--- config.mk ---
export PLATFORM = sky130hd
export DESIGN_NAME = tw_timer_trio
export DESIGN_NICKNAME = d
export VERILOG_FILES = /design/src/verilog/tw_pkg.sv /design/src/verilog/tw_timer_trio.sv
export SDC_FILE = /design/constraint.sdc
export NUM_CORES = 1
export LEC_CHECK = 0
export BUFFER_PORTS_ARGS = -buffer_cell sky130_fd_sc_hd__buf_2
export CAP_MARGIN = 10
export CORE_MARGIN = 2
export CORE_UTILIZATION = 25
export CTS_CLUSTER_DIAMETER = 60
export DETAILED_ROUTE_END_ITERATION = 10
export HOLD_SLACK_MARGIN = 0.05
export PLACE_DENSITY = 0.49
export SETUP_SLACK_MARGIN = 0.5
export SLEW_MARGIN = 25
export SYNTH_ARGS = -nofsm -noshare
export SYNTH_HDL_FRONTEND = slang
export SYNTH_SLANG_ARGS = --single-unit
--- constraint.sdc ---
create_clock -name clock -period 12.27 [get_ports clock]
set_clock_uncertainty 0.15 [all_clocks]
set_input_delay 2.454 -clock clock [delete_from_list [all_inputs] [get_ports clock]]
set_output_delay 2.454 -clock clock [all_outputs]
set_load 0.03 [all_outputs]
--- src/verilog/tw_pkg.sv ---
// Shared constants and types for the three-timer block with watchdog
// Summary of operation
// - Three independent 32-bit programmable timers, each usable as general-purpose timer.
// - Third timer runs general-purpose, watchdog, or both; others general-purpose only.
// - A 13-bit prescaler per timer divides the clock to give that timer's reference tick.
// - Each counter counts down from its start value once per reference tick.
// - On expiry raise interrupt; auto-reload restarts the count, otherwise the timer stops.
// - Watchdog role uses a 16-bit counter behind a 16-bit prescaler.
// - Watchdog expiry pulses the reset output low; ordinary timers never do.
// - One combined interrupt, routed as ordinary timer interrupt or non-maskable interrupt.
// - A separate sticky flag per timer shows which timer fired.
// - The timer interrupt also appears as a DMA event.
package tw_pkg;
    localparam int TW_NUM    = 3;
    localparam int TW_CNT_W  = 32;
    localparam int TW_PRE_W  = 13;
    localparam int TW_WD_W   = 16;
    localparam int TW_WD_IDX = 2;

    localparam int CLK_NS          = 10;
    localparam int WD_PULSE_NS     = 100;
    localparam int WD_PULSE_CYC    = (WD_PULSE_NS + CLK_NS - 1) / CLK_NS;
    localparam logic [7:0] WD_PULSE_CNT = 8'(WD_PULSE_CYC);

    localparam logic [TW_CNT_W-1:0] CNT_RST = 32'h0000_0000;
    localparam logic [TW_PRE_W-1:0] PRE_RST = 13'h0000;
    localparam logic [TW_PRE_W-1:0] PRE_ONE = 13'h0001;
    localparam logic [TW_CNT_W-1:0] CNT_ONE = 32'h0000_0001;
    localparam logic [TW_WD_W-1:0]  WD_RST  = 16'h0000;
    localparam logic [TW_WD_W-1:0]  WD_ONE  = 16'h0001;

    // Encoding of the third timer's role selection
    typedef enum logic [1:0] {
        TW_ROLE_GP,
        TW_ROLE_WD,
        TW_ROLE_BOTH
    } tw_role_t;

    typedef enum logic [1:0] {
        WD_OFF,
        WD_RUN,
        WD_FIRE
    } tw_wd_state_t;

    typedef struct packed {
        logic [TW_CNT_W-1:0] load_val;
        logic [TW_PRE_W-1:0] prescale;
        logic                auto_reload;
    } tw_cfg_t;

    typedef struct packed {
        logic [TW_WD_W-1:0] load_val;
        logic [TW_WD_W-1:0] prescale;
    } tw_wd_cfg_t;
endpackage

--- src/verilog/tw_timer_trio.sv ---
// Three down-counting timers, third one doubling as watchdog, with combined interrupt
`timescale 1ns/1ps
module tw_timer_trio (
    input  wire logic                         clock,        // 100 MHz clock
    input  wire logic                         rst,          // Async reset, active high
    input  wire tw_pkg::tw_cfg_t [2:0]        cfg,          // Per-timer configuration
    input  wire logic [2:0]                   start,        // Pulse: load and run timer
    input  wire logic [2:0]                   stop,         // Pulse: halt timer
    input  wire tw_pkg::tw_role_t             role,         // Third timer role
    input  wire tw_pkg::tw_wd_cfg_t           wd_cfg,       // Watchdog reload and prescale
    input  wire logic                         wd_enable,    // Pulse: arm watchdog
    input  wire logic                         wd_service,   // Pulse: reload watchdog
    input  wire logic                         nmi_select,   // 1 routes interrupt to nmi
    input  wire logic [2:0]                   flag_clear,   // Pulse: clear per-timer flag
    output wire logic [2:0][31:0]             count,        // Current counter values
    output wire logic [2:0]                   running,      // Timer running
    output wire logic [2:0]                   flags,        // Sticky expiry flags
    output wire logic                         timer_interrupt_route, // Ordinary interrupt
    output wire logic                         nmi,          // Non-maskable interrupt
    output wire logic                         dma_event,    // One-cycle DMA trigger
    output wire logic                         wd_reset_n,   // Watchdog reset, active low
    output wire logic [15:0]                  wd_count      // Watchdog counter value
);
    logic [tw_pkg::TW_CNT_W-1:0] cnt_q [3];
    logic [tw_pkg::TW_PRE_W-1:0] pre_q [3];
    logic [2:0]                  run_q;
    logic [2:0]                  tick;
    logic [2:0]                  zero;
    logic [2:0]                  expire;
    logic [2:0]                  gp_ok;
    logic [2:0]                  flags_q;
    logic [2:0]                  flags_d;
    logic                        irq_d;
    logic                        timer_interrupt_route_q;
    logic                        nmi_q;
    logic                        dma_q;

    genvar i;
    generate
        for (i = 0; i < tw_pkg::TW_NUM; i++) begin : g_tmr
            // Third timer loses its general-purpose role in watchdog-only mode
            assign gp_ok[i] = (i != tw_pkg::TW_WD_IDX) || (role != tw_pkg::TW_ROLE_WD);
            // Prescaler divides by prescale plus one
            assign tick[i]   = run_q[i] && (pre_q[i] == cfg[i].prescale);
            assign zero[i]   = (cnt_q[i] == tw_pkg::CNT_RST);
            assign expire[i] = tick[i] && zero[i] && gp_ok[i];
            assign count[i]  = cnt_q[i];

            always_ff @(posedge clock or posedge rst) begin
                if (rst) begin
                    cnt_q[i] <= tw_pkg::CNT_RST;
                    pre_q[i] <= tw_pkg::PRE_RST;
                    run_q[i] <= 1'b0;
                end else if (start[i] && gp_ok[i]) begin
                    cnt_q[i] <= cfg[i].load_val;
                    pre_q[i] <= tw_pkg::PRE_RST;
                    run_q[i] <= 1'b1;
                end else if (stop[i] || !gp_ok[i]) begin
                    run_q[i] <= 1'b0;
                end else if (run_q[i]) begin
                    pre_q[i] <= tick[i] ? tw_pkg::PRE_RST : pre_q[i] + tw_pkg::PRE_ONE;
                    if (tick[i] && !zero[i]) begin
                        cnt_q[i] <= cnt_q[i] - tw_pkg::CNT_ONE;
                    end else if (tick[i] && cfg[i].auto_reload) begin
                        cnt_q[i] <= cfg[i].load_val;
                    end else if (tick[i]) begin
                        run_q[i] <= 1'b0;
                    end
                end
            end

        end
    endgenerate

    // Sticky flags, a new expiry beats a clear in the same cycle
    assign flags_d = (flags_q & ~flag_clear) | expire;
    assign irq_d   = |flags_d;

    always_ff @(posedge clock or posedge rst) begin
        if (rst) begin
            flags_q <= 3'h0;
            timer_interrupt_route_q  <= 1'b0;
            nmi_q   <= 1'b0;
            dma_q   <= 1'b0;
        end else begin
            flags_q <= flags_d;
            // Route to ordinary or non-maskable line
            timer_interrupt_route_q  <= irq_d && !nmi_select;
            nmi_q   <= irq_d && nmi_select;
            dma_q   <= |expire;
        end
    end

    assign running               = run_q;
    assign flags                 = flags_q;
    assign timer_interrupt_route = timer_interrupt_route_q;
    assign nmi                   = nmi_q;
    assign dma_event             = dma_q;

    // Watchdog: separate 16-bit counter so the general-purpose count stays usable in both mode
    tw_pkg::tw_wd_state_t   wd_state_q;
    logic [15:0]            wd_cnt_q;
    logic [15:0]            wd_pre_q;
    logic [7:0]             pulse_q;
    logic                   wd_rst_n_q;
    logic                   wd_allowed;
    logic                   wd_tick;
    logic                   wd_zero;

    assign wd_allowed = (role != tw_pkg::TW_ROLE_GP);
    // 16-bit prescaler gates the watchdog count
    assign wd_tick    = (wd_state_q == tw_pkg::WD_RUN) && (wd_pre_q == wd_cfg.prescale);
    assign wd_zero    = (wd_cnt_q == tw_pkg::WD_RST);

    always_ff @(posedge clock or posedge rst) begin
        if (rst) begin
            wd_state_q <= tw_pkg::WD_OFF;
            wd_cnt_q   <= tw_pkg::WD_RST;
            wd_pre_q   <= tw_pkg::WD_RST;
            pulse_q    <= 8'h00;
            wd_rst_n_q <= 1'b1;
        end else begin
            case (wd_state_q)
                tw_pkg::WD_OFF: begin
                    if (wd_enable && wd_allowed) begin
                        wd_state_q <= tw_pkg::WD_RUN;
                        wd_cnt_q   <= wd_cfg.load_val;
                        wd_pre_q   <= tw_pkg::WD_RST;
                    end
                end
                tw_pkg::WD_RUN: begin
                    if (!wd_allowed) begin
                        wd_state_q <= tw_pkg::WD_OFF;
                    end else if (wd_service) begin
                        wd_cnt_q <= wd_cfg.load_val;
                        wd_pre_q <= tw_pkg::WD_RST;
                    end else if (wd_tick && wd_zero) begin
                        wd_state_q <= tw_pkg::WD_FIRE;
                        pulse_q    <= tw_pkg::WD_PULSE_CNT;
                        wd_rst_n_q <= 1'b0;
                    end else begin
                        wd_pre_q <= wd_tick ? tw_pkg::WD_RST : wd_pre_q + tw_pkg::WD_ONE;
                        if (wd_tick) begin
                            wd_cnt_q <= wd_cnt_q - tw_pkg::WD_ONE;
                        end
                    end
                end
                tw_pkg::WD_FIRE: begin
                    // Disarmed after firing; software must re-arm after the reset
                    pulse_q <= pulse_q - 8'h01;
                    if (pulse_q == 8'h01) begin
                        wd_state_q <= tw_pkg::WD_OFF;
                        wd_rst_n_q <= 1'b1;
                    end
                end
                default: begin
                    wd_state_q <= tw_pkg::WD_OFF;
                    wd_rst_n_q <= 1'b1;
                end
            endcase
        end
    end

    assign wd_reset_n = wd_rst_n_q;
    assign wd_count   = wd_cnt_q;
endmodule // tw_timer_trio

---- Yosys cells after proc, flatten, opt, wreduce, memory -nomap -nowiden ----
Index checks and enable logic that the tools add are counted.
storage, ports and cells
  bits in latches ......................... 0
  memory bits (read-only) ................. 0
  word-level logic and storage cells ...... 175
  output and inout port bits .............. 122
  memory bits (writable) .................. 0
  bits of input ports ..................... 186
  memories ................................ 0
  flip-flop bits (word level) ............. 187
operators by class
  bitwise logic cells ..................... 4
  add/subtract/negate cells ............... 9
  mux-type cells .......................... 72
  divide/modulo/power cells ............... 0
  equality and inequality tests ........... 20
  shift-type cells ........................ 0
  order comparisons ....................... 0
  multipliers ............................. 0
  reductions and logical operators ........ 52
operator list
  operator               number
  $mux 32                15
  $mux 16                10
  $mux 13                12
  $logic_not 32->1       3
  $sub 32x1->32 const B  3
  $pmux 16 s2            2
  $add 13x1->13 const B  3
  $eq 13x13->1           3
  $mux 8                 3
  $mux 1                 22
  $logic_and 1x1->1      19
  $add 16x1->16 const B  1
  $eq 16x16->1           1
  $logic_not 16->1       1
  $pmux 8 s2             1
  $sub 16x1->16 const B  1
  $ne 2x2->1 const B     7
  $reduce_and 4->1       3
  $reduce_bool 2->1      6
  $mux 2                 5
  $reduce_and 5->1       2
  $ne 3x3->1 const B     3
  $reduce_and 3->1       3
  $reduce_bool 3->1      3
  other kinds (17)       25

---- Longest topological paths before layout ----
Gate-level depths: netlist of run 1.
  depth after elaboration ................. 8
  mapped depth ............................ 11
  depth with buffers taken out ............ 9

---- Worst setup path before layout of run 1 ----
OpenSTA, ideal clock, no wires.
  path type ............................... input port to flip-flop
  from .................................... in wd_cfg[7] (netlist bit)
  to ...................................... reg wd_pre_q[11]
  data required time ...................... 11.991 ns
  buffers on the path ..................... 2
  setup slack ............................. 7.463 ns
  arrival time ............................ 4.528 ns
  stages on the path ...................... 9
  cell sequence ........................... xor2_1 or4_1 nor4b_1 nand4_1 o21ai_1 or2_2 clkbuf_1 buf_2 o21ai_0
between the ends
  word-level cells in the longest chain between the ends .. 7
  elaborated cells between the ends (all ways) .. 10
  those cells by class .................... eq/ne (2); mux (5); reduce/logical (3)
RTL lines
  element                 line                  source
  start: declaration      tw_timer_trio.sv:10   input wire tw_pkg::tw_wd_cfg_t wd_cfg,
  $eq 16x16->1 *          tw_timer_trio.sv:112  assign wd_tick = (wd_state_q == tw_pkg::WD_RUN) && (wd_pre_q == wd_cfg.prescale);
  $logic_and 1x1->1 *     tw_timer_trio.sv:112
  $mux 16                 tw_timer_trio.sv:142  wd_pre_q <= wd_tick ? tw_pkg::WD_RST : wd_pre_q + tw_pkg::WD_ONE;
  $mux 16                 tw_timer_trio.sv:137  end else if (wd_tick && wd_zero) begin
  $mux 16                 tw_timer_trio.sv:134  end else if (wd_service) begin
  $mux 16                 tw_timer_trio.sv:132  if (!wd_allowed) begin
  $pmux 16 s2             tw_timer_trio.sv:123  case (wd_state_q)
  end signal: assignment  tw_timer_trio.sv:128  wd_pre_q <= tw_pkg::WD_RST;
  end signal: assignment  tw_timer_trio.sv:136  wd_pre_q <= tw_pkg::WD_RST;
  end signal: assignment  tw_timer_trio.sv:142
  end: declaration        tw_timer_trio.sv:103  logic [15:0] wd_pre_q;
Every way passes the cells marked *; elsewhere a longest branch is shown, timed or not. The select of a mux whose other input is x is not followed.
A chain may end at the register's enable or synchronous reset.

---- Final worst setup path of run 1 ----
  from .................................... in cfg[5] (netlist bit)
  to ...................................... reg cnt_q (netlist bit count[5])
between the ends
  word-level cells in the longest chain between the ends .. 7
  elaborated cells between the ends (all ways) .. 10
  those cells by class .................... eq/ne (1); mux (4); reduce/logical (5)
RTL lines
  element                         line                 source
  start: declaration              tw_timer_trio.sv:6   input wire tw_pkg::tw_cfg_t [2:0] cfg,
  $eq 13x13->1 *                  tw_timer_trio.sv:44  assign tick[i] = run_q[i] && (pre_q[i] == cfg[i].prescale);
  $logic_and 1x1->1 *             tw_timer_trio.sv:44
  $logic_and 1x1->1               tw_timer_trio.sv:62  if (tick[i] && !zero[i]) begin
  $mux 32                         tw_timer_trio.sv:62
  $mux 32                         tw_timer_trio.sv:60  end else if (run_q[i]) begin
  $mux 32                         tw_timer_trio.sv:58  end else if (stop[i] || !gp_ok[i]) begin
  $mux 32                         tw_timer_trio.sv:54  end else if (start[i] && gp_ok[i]) begin
  end signal: indexed assignment  tw_timer_trio.sv:55  cnt_q[i] <= cfg[i].load_val;
  end signal: indexed assignment  tw_timer_trio.sv:63  cnt_q[i] <= cnt_q[i] - tw_pkg::CNT_ONE;
  end signal: indexed assignment  tw_timer_trio.sv:65  cnt_q[i] <= cfg[i].load_val;
  end: declaration                tw_timer_trio.sv:24  logic [tw_pkg::TW_CNT_W-1:0] cnt_q [3];
Marked as above.

==> results of run 1 <==
sequential cells by signal, summed over array words and instances (netlist names), 2 cells and up:
name and count:
wd_pre_q 16, pre_q 39, wd_state_q 2, wd_count 16, flags 3, count 96
pulse_q 8, running 3
cells by family (layout without fill, tap and decap cells):
group	after synthesis	in the layout
fa+ha+maj	14	14
compound gates	437	437
flops	187	187
other cells	0	5
simple gates	565	565
buf+inv	105	387
mux	4	4
xor+xnor	83	83
where the power goes:
part           total [W]  internal, W  switching, W
Combinational   0.000369     0.000127      0.000241
Sequential      0.000756     0.000674     0.0000820
Clock           0.000630     0.000345      0.000285
layer usage:
metal	track usage [%]	wire length [µm]	vias to the layer above
met2	24.93	17650	280
met4	5.731	683	8
met1	21.52	17840	5522
met3	4.351	2042	46
met5	0	47	-
li1	-	-	5622
layout by cell type, fill, tap and decap left out, drive strengths merged, types with 5 or more instances in the layout:
cell type / Yosys / layout
nor2b: 9 / 9
inv: 37 / 43
a21oi: 158 / 158
a21o: 6 / 6
nor2: 171 / 171
nand2b: 26 / 26
o31ai: 9 / 9
buf: 20 / 318
nor3: 73 / 73
nor3b: 10 / 10
or3: 15 / 15
nand3: 58 / 58
xnor2: 53 / 53
diode: 0 / 5
o21ai: 188 / 188
a2bb2oi: 6 / 6
and2: 7 / 7
clkbuf: 48 / 17
ha: 14 / 14
o22a: 7 / 7
o22ai: 9 / 9
dfrtp: 186 / 186
or4: 12 / 12
nand2: 71 / 71
nand4: 26 / 26
nor4: 44 / 44
o2bb2ai: 14 / 14
and3: 21 / 21
xor2: 30 / 30
a31oi: 11 / 11
a22oi: 5 / 5
through the flow:
step	hold slack [ns]	total power [W]	instance area, µm²	worst slack (ns)	cells
6_report	0.3291	0.001755	14150	7.263	2282
5_1_grt	0.3663	0.001855	14140	6.928	2280
4_1_cts	0.3306	0.001791	14140	7.276	2277
3_5_place_dp	0.3187	0.001139	13500	6.694	2245
3_3_place_gp	0.3166	0.001134	13500	6.713	2245
2_1_floorplan	0.2914	0.0009927	11410	4.582	1395
worst max path at each step:
stage	to	slack, ns	depth (start not counted)	startpoint
after floorplan	count[0]	4.58	1	rst
after global placement	count[0]	6.71	7	cfg[11]
after detailed placement	count[11]	6.69	8	cfg[5]
after CTS	count[11]	7.28	8	cfg[5]
after global routing	count[11]	6.93	8	cfg[4]
final	count[5]	7.26	8	cfg[5]
area by class of cell:
type | instances | area, µm²
sequential | 187 | 4681
fill | 4892 | 31040
inverter | 37 | 146.4
tap | 600 | 750.7
multi-input combinational | 1103 | 6305
antenna | 5 | 12.51
clock inverter | 15 | 210.2
timing repair buffer | 318 | 1619
clock buffer | 17 | 425.4
==> reports/qor.yml, run 1 <==
rsz0062_at_grt: "false"
cts_buffers: 17
slowest_stage: "and2_1"
synth-xor-area-share_pct: 6.371
cp_top_family: "simple AND/OR/NAND/NOR gates"
nNetsFinal: 1864
cts_tree: "built"
syn_area_um2: 11410
cellPowerDensity_nw_per_um2: 124.0
hpwl_um: 28060
crit_chain: "buf_2 > xnor2_1 > nand4_1 > nor4_1 > a21o_1 > and2_1 > o21ai_0 > a22oi_1"
setup_viol: 0
fp.dieH_um: 217.6
async_flop_share_pct: 100.0
reg2reg_depth: 7
avgSynthCellArea_um2: 8.179
cts_root_buffer: "clkbuf_16"
die_x_um: 217.6
hold-path-endpoint: "pulse_q[7]"
synth_top_area_share_pct: 40.79
rr_startpoint: "count[83]"
fin_util_pct: 31.31
synthTopCellsByCount: "186 x dfrtp_1, 177 x o21ai_0, 171 x nor2_1, 156 x a21oi_1, 73 x nor3_1"
routed_wl_um: 38270
synth_warnings: 0
grt_max_degree: 84
cap_viol_max_count: 0
clock_sinks: 187
regToRegSetupSlack_ns: 8.42
hold_buffers: 0
h-tree-depth: 4
fin_crit_ns: 5.007
drive_above_1_share_pct: 22.30
area_delta_synth_final_pct: 24.02
crit_fanout: 26
slew_viol_final: 0
wire_per_inst_um: 16.77
global_route.overflow_total: 0
clock_path_buffers: 2
ioPinCount: 308
clk_latency_ns: 0.49
tightest_slew_ns: 1.024
critPathCaptureType: "flip-flop"
ys_ff_latch: 187
netlist_instances: 1395
peakVddDrop_mv: 0.07643
ant_nets: 0
port-buffer-count: 307
ys.flop_type: "dfrtp_1"
synth-edff-count: 0
post_cts_resized: 0
synth_most_common_cell: "dfrtp_1"
yosysSeqAreaShare_pct: 41.02
grt_pass1_wl_um: 59870
finalHoldViolCount: 0
die-area_um2: 47360
synth-simple-area-share_pct: 25.12
leakage_nw: 5.912
cp-start-kind: "input pin"
syn_nets: 1595
status: "finished clean"
synth_top_cell_by_area: "dfrtp_1"
initial_utilization_pct: 25.25
ys_types: 65
required_ns: 12.52
rows: 78
synth_top_family_by_area: "simple AND/OR/NAND/NOR gates"
path_clk_slew_ns: 0.08
min_path_cells: 1
grt_pass1_vias: 10750
setup_tns_ns: 0
drtPass1Iterations: 5
detail_route.vias_per_cell: 5.030
netlist_top_cells_area: "dfrtp_1 41%, o21ai_0 7.8%, a21oi_1 6.8%"
synth_mux_area_share_pct: 0.3509
min_path_type: "flip-flop to flip-flop"
synth_compound_area_share_pct: 21.68
worst-path-buf-inv: 1
slew_headroom_pct: 31.74
place_congestion: 0.8433
fp.coreArea_um2: 45190
arrival_ns: 5.26
max_stage_delay_ns: 0.84
r2r-end: "count[77]"
drcViolationCount: 0
vias: 11480
fmax_mhz: 199.7
min_from: "pulse_q[7]"
min_period_over_period_pct: 40.81
synth-adder-area-share_pct: 1.535
antenna_found_initial: 8
drtIter0Drc: 807
path_class: "input pin to flip-flop"
post-cts-setup-buffers: 0
grt.total_usage_pct: 16.11
Note: power is estimated with default switching activity, not from simulation.
==> run 2, diff against run 1 <==
--- a/config.mk
+++ b/config.mk
@@ -5,6 +5,7 @@
 export SDC_FILE = /design/constraint.sdc
 export NUM_CORES = 1
 export LEC_CHECK = 0
+export ABC_AREA = 1
 export BUFFER_PORTS_ARGS = -buffer_cell sky130_fd_sc_hd__buf_2
 export CAP_MARGIN = 10
 export CORE_MARGIN = 2
@@ -12,7 +13,7 @@
 export CTS_CLUSTER_DIAMETER = 60
 export DETAILED_ROUTE_END_ITERATION = 10
 export HOLD_SLACK_MARGIN = 0.05
-export PLACE_DENSITY = 0.49
+export PLACE_DENSITY = 0.48
 export SETUP_SLACK_MARGIN = 0.5
 export SLEW_MARGIN = 25
 export SYNTH_ARGS = -nofsm -noshare
==> constraint.sdc (replaced) <==
create_clock -name clock -period 4.9 [get_ports clock]
set_clock_uncertainty 0.15 [all_clocks]
set_input_delay 0.98 -clock clock [delete_from_list [all_inputs] [get_ports clock]]
set_output_delay 0.98 -clock clock [all_outputs]
set_load 0.03 [all_outputs]
==> reports/qor.yml, run 2 <==
vias: 15020  # was 11480
power_frac_seq_pct: 38.1  # was 43.1%
crit_fanout: 33  # was 26
fin_crit_ns: 2.746
synth-edff-count: 0  # unchanged
synth-adder-area-share_pct: 1.221  # was 1.535%
routed_wl_um: 51470  # was 38270 µm
path_clk_slew_ns: 0.07  # was 0.08 ns
ioPinCount: 308  # unchanged
drtPass1Iterations: 5  # unchanged
synth_warnings: 0  # unchanged
global_route.overflow_total: 0  # unchanged
min_path_type: "flip-flop to flip-flop"  # unchanged
detail_route.vias_per_cell: 4.481  # was 5.030
grt_pass1_vias: 14330  # was 10750
area_delta_synth_final_pct: 19.71  # was 24.02%
grt_pass1_wl_um: 80410  # was 59870 µm
cellPowerDensity_nw_per_um2: 323.6  # was 124.0 nW/µm²
grt.total_usage_pct: 17.34  # was 16.11%
netlist_top_cells_area: "dfrtp_1 32%, nand2_1 23%, nor2_1 7.9%"  # was dfrtp_1 41%, o21ai_0 7.8%, a21oi_1 6.8%
die_x_um: 243.5  # was 217.6 µm
avgSynthCellArea_um2: 6.253  # was 8.179 µm²
hold_buffers: 0  # unchanged
fp.coreArea_um2: 56600  # was 45190 µm²
async_flop_share_pct: 100.0  # unchanged
synth_top_family_by_area: "simple AND/OR/NAND/NOR gates"  # unchanged
hpwl_um: 40670  # was 28060 µm
min_period_over_period_pct: 56.04
die-area_um2: 59310  # was 47360 µm²
syn_nets: 2494  # was 1595
fin_util_pct: 30.34  # was 31.31%
finalHoldViolCount: 0  # unchanged
syn_area_um2: 14340  # was 11410 µm²
slew_headroom_pct: 49.15  # was 31.74%
rsz0062_at_grt: "false"  # unchanged
pwr-share-clk_pct: 26.2  # was 35.9%
clk_latency_ns: 0.49  # about the same
cts_root_buffer: "clkbuf_16"  # unchanged
path_class: "input pin to flip-flop"  # unchanged
finalInstanceArea_um2: 17170  # was 14150 µm²
post_cts_resized: 0  # unchanged
cts_tree: "built"  # unchanged
dpl-instance-area_um2: 16580  # was 13500 µm²
setup_tns_ns: 0  # unchanged
grt_max_degree: 119  # was 84
ys_ff_latch: 187  # unchanged
leakage_nw: 9.056  # was 5.912 nW
peakVddDrop_mv: 0.2816  # was 0.07643 mV
critPathCaptureType: "flip-flop"  # unchanged
clock_sinks: 187  # unchanged
setup_viol: 0  # unchanged
port-buffer-count: 307  # unchanged
antenna_found_initial: 2  # was 8
swShare_pct: 43.30  # was 34.67%
synth_compound_area_share_pct: 3.332  # was 21.68%
ys.flop_type: "dfrtp_1"  # unchanged
fmax_mhz: 364.2
drcViolationCount: 0  # unchanged
tightest_slew_ns: 0.7569  # was 1.024 ns
yosysSeqAreaShare_pct: 32.63  # was 41.02%
synth-xor-area-share_pct: 7.807  # was 6.371%
post-cts-setup-buffers: 0  # unchanged
netlist_instances: 2294  # was 1395
required_ns: 5.13  # was 12.52 ns
nNetsFinal: 2779  # was 1864
fp.dieH_um: 243.5  # was 217.6 µm
cp-start-kind: "input pin"  # unchanged
internal-power_w: 0.003150  # was 0.001146 W
synth_most_common_cell: "nand2_1"  # was dfrtp_1
largest_reg_flops: 96  # unchanged
initial_utilization_pct: 25.34  # was 25.25%
synth-simple-area-share_pct: 44.25  # was 25.12%
slew_viol_final: 0  # unchanged
nFillCells: 6388  # was 4892
synth_mux_area_share_pct: 0  # was 0.3509%
drive_above_1_share_pct: 15.86  # was 22.30%
wire_per_inst_um: 15.36  # was 16.77 µm
arrival_ns: 2.98  # was 5.26 ns
power_switching_w: 0.002406  # was 0.0006083 W
place_congestion: 0.9545  # was 0.8433
synth_top_area_share_pct: 32.45  # was 40.79%
combPwrFrac_pct: 35.6  # was 21.0%
drtIter0Drc: 793  # was 807
h-tree-depth: 4  # unchanged
rows: 87  # was 78
final_cell_mix: "868 x nand2_1, 307 x buf_2, 301 x nor2_1, 292 x inv_1"  # was 307 x buf_2, 186 x dfrtp_1, 177 x o21ai_0, 171 x nor2_1, 156 x a21oi_1
ant_nets: 0  # unchanged
status: "finished clean"  # unchanged
cap_viol_max_count: 0  # unchanged
cts_buffers: 17  # unchanged
synthTopCellsByCount: "868 x nand2_1, 302 x nor2_1, 293 x inv_1, 186 x dfrtp_1, 186 x nand3_1"  # was 186 x dfrtp_1, 177 x o21ai_0, 171 x nor2_1, 156 x a21oi_1, 73 x nor3_1
layout_commonest_cell: "nand2_1"  # was buf_2
synth_top_cell_by_area: "dfrtp_1"  # unchanged
ys_types: 46  # was 65
clock_path_buffers: 2  # unchanged
## run 2: path summary, 6_finish.rpt
check | start | to | slack, ns | cells past startpoint
min in group asynchronous | rst | pre_q[5] | 0.41 | 2
max in group asynchronous | rst | count[61] | 3.08 | 3
max reg2reg | count[32] | count[39] | 2.18 | 12
min reg2reg | count[33] | count[33] | 0.36 | 2
min | count[33] | count[33] | 0.36 | 2
max | role[1] | count[90] | 2.15 | 10
## run 2: critical path, stage by stage
cell	delay (ns)
buf_2	0.09
inv_1	0.03
nand2_1	0.30
nand2_2	0.18
nand2_1	0.38
nand2_4	0.15
nor2_8	0.40
inv_4	0.26
nand2_1	0.13
nand2_1	0.06
## run 2: metal layers
metal,GRT usage (%),share of wire (%),vias up
li1,-,-,7642
met1,22.81,46,6981
met2,28.43,47,344
met3,3.569,5.4,50
met4,5.488,1.8,0
met5,0,0,-
## run 2: metrics by stage
stage	std cells	setup slack (ns)	total power (W)	hold slack (ns)
finish	3351	2.154	0.005556	0.3593
global route	3348	1.868	0.005951	0.3837
CTS	3348	2.131	0.005652	0.3669
detailed placement	3316	1.566	0.004138	0.3456
global placement	3316	1.680	0.004128	0.3367
floorplan	2294	1.364	0.003459	0.3138
## run 2: cell type report
cell class	count	area [µm²]	area share, %
antenna	3	7.507	0.04372
clock buffer	20	446.7	2.601
clock inverter	12	140.1	0.8161
inverter	315	1189	6.922
multi-input combinational	1739	8123	47.30
sequential	187	4681	27.26
tap	756	945.9	5.509
timing repair buffer	319	1639	9.545
## run 2: power by group through the flow
stage | clock (W) | sequential, W | combinational [W]
5_1_grt | 0.00158 | 0.00216 | 0.00221
6_report | 0.00146 | 0.00212 | 0.00198
3_3_place_gp | 0 | 0.00215 | 0.00198
3_5_place_dp | 0 | 0.00215 | 0.00199
4_1_cts | 0.00153 | 0.00212 | 0.00200
2_1_floorplan | 0 | 0.00241 | 0.00105
## run 2: cell families (layout without fill, tap and decap cells)
family | after synthesis | count (layout)
buffers and inverters | 368 | 666
AND/OR/NAND/NOR | 1510 | 1510
AO/OA/AOI/OAI | 88 | 88
XOR/XNOR | 127 | 127
flip-flops | 187 | 187
adder cells (fa/ha/maj) | 14 | 14
other | 0 | 3
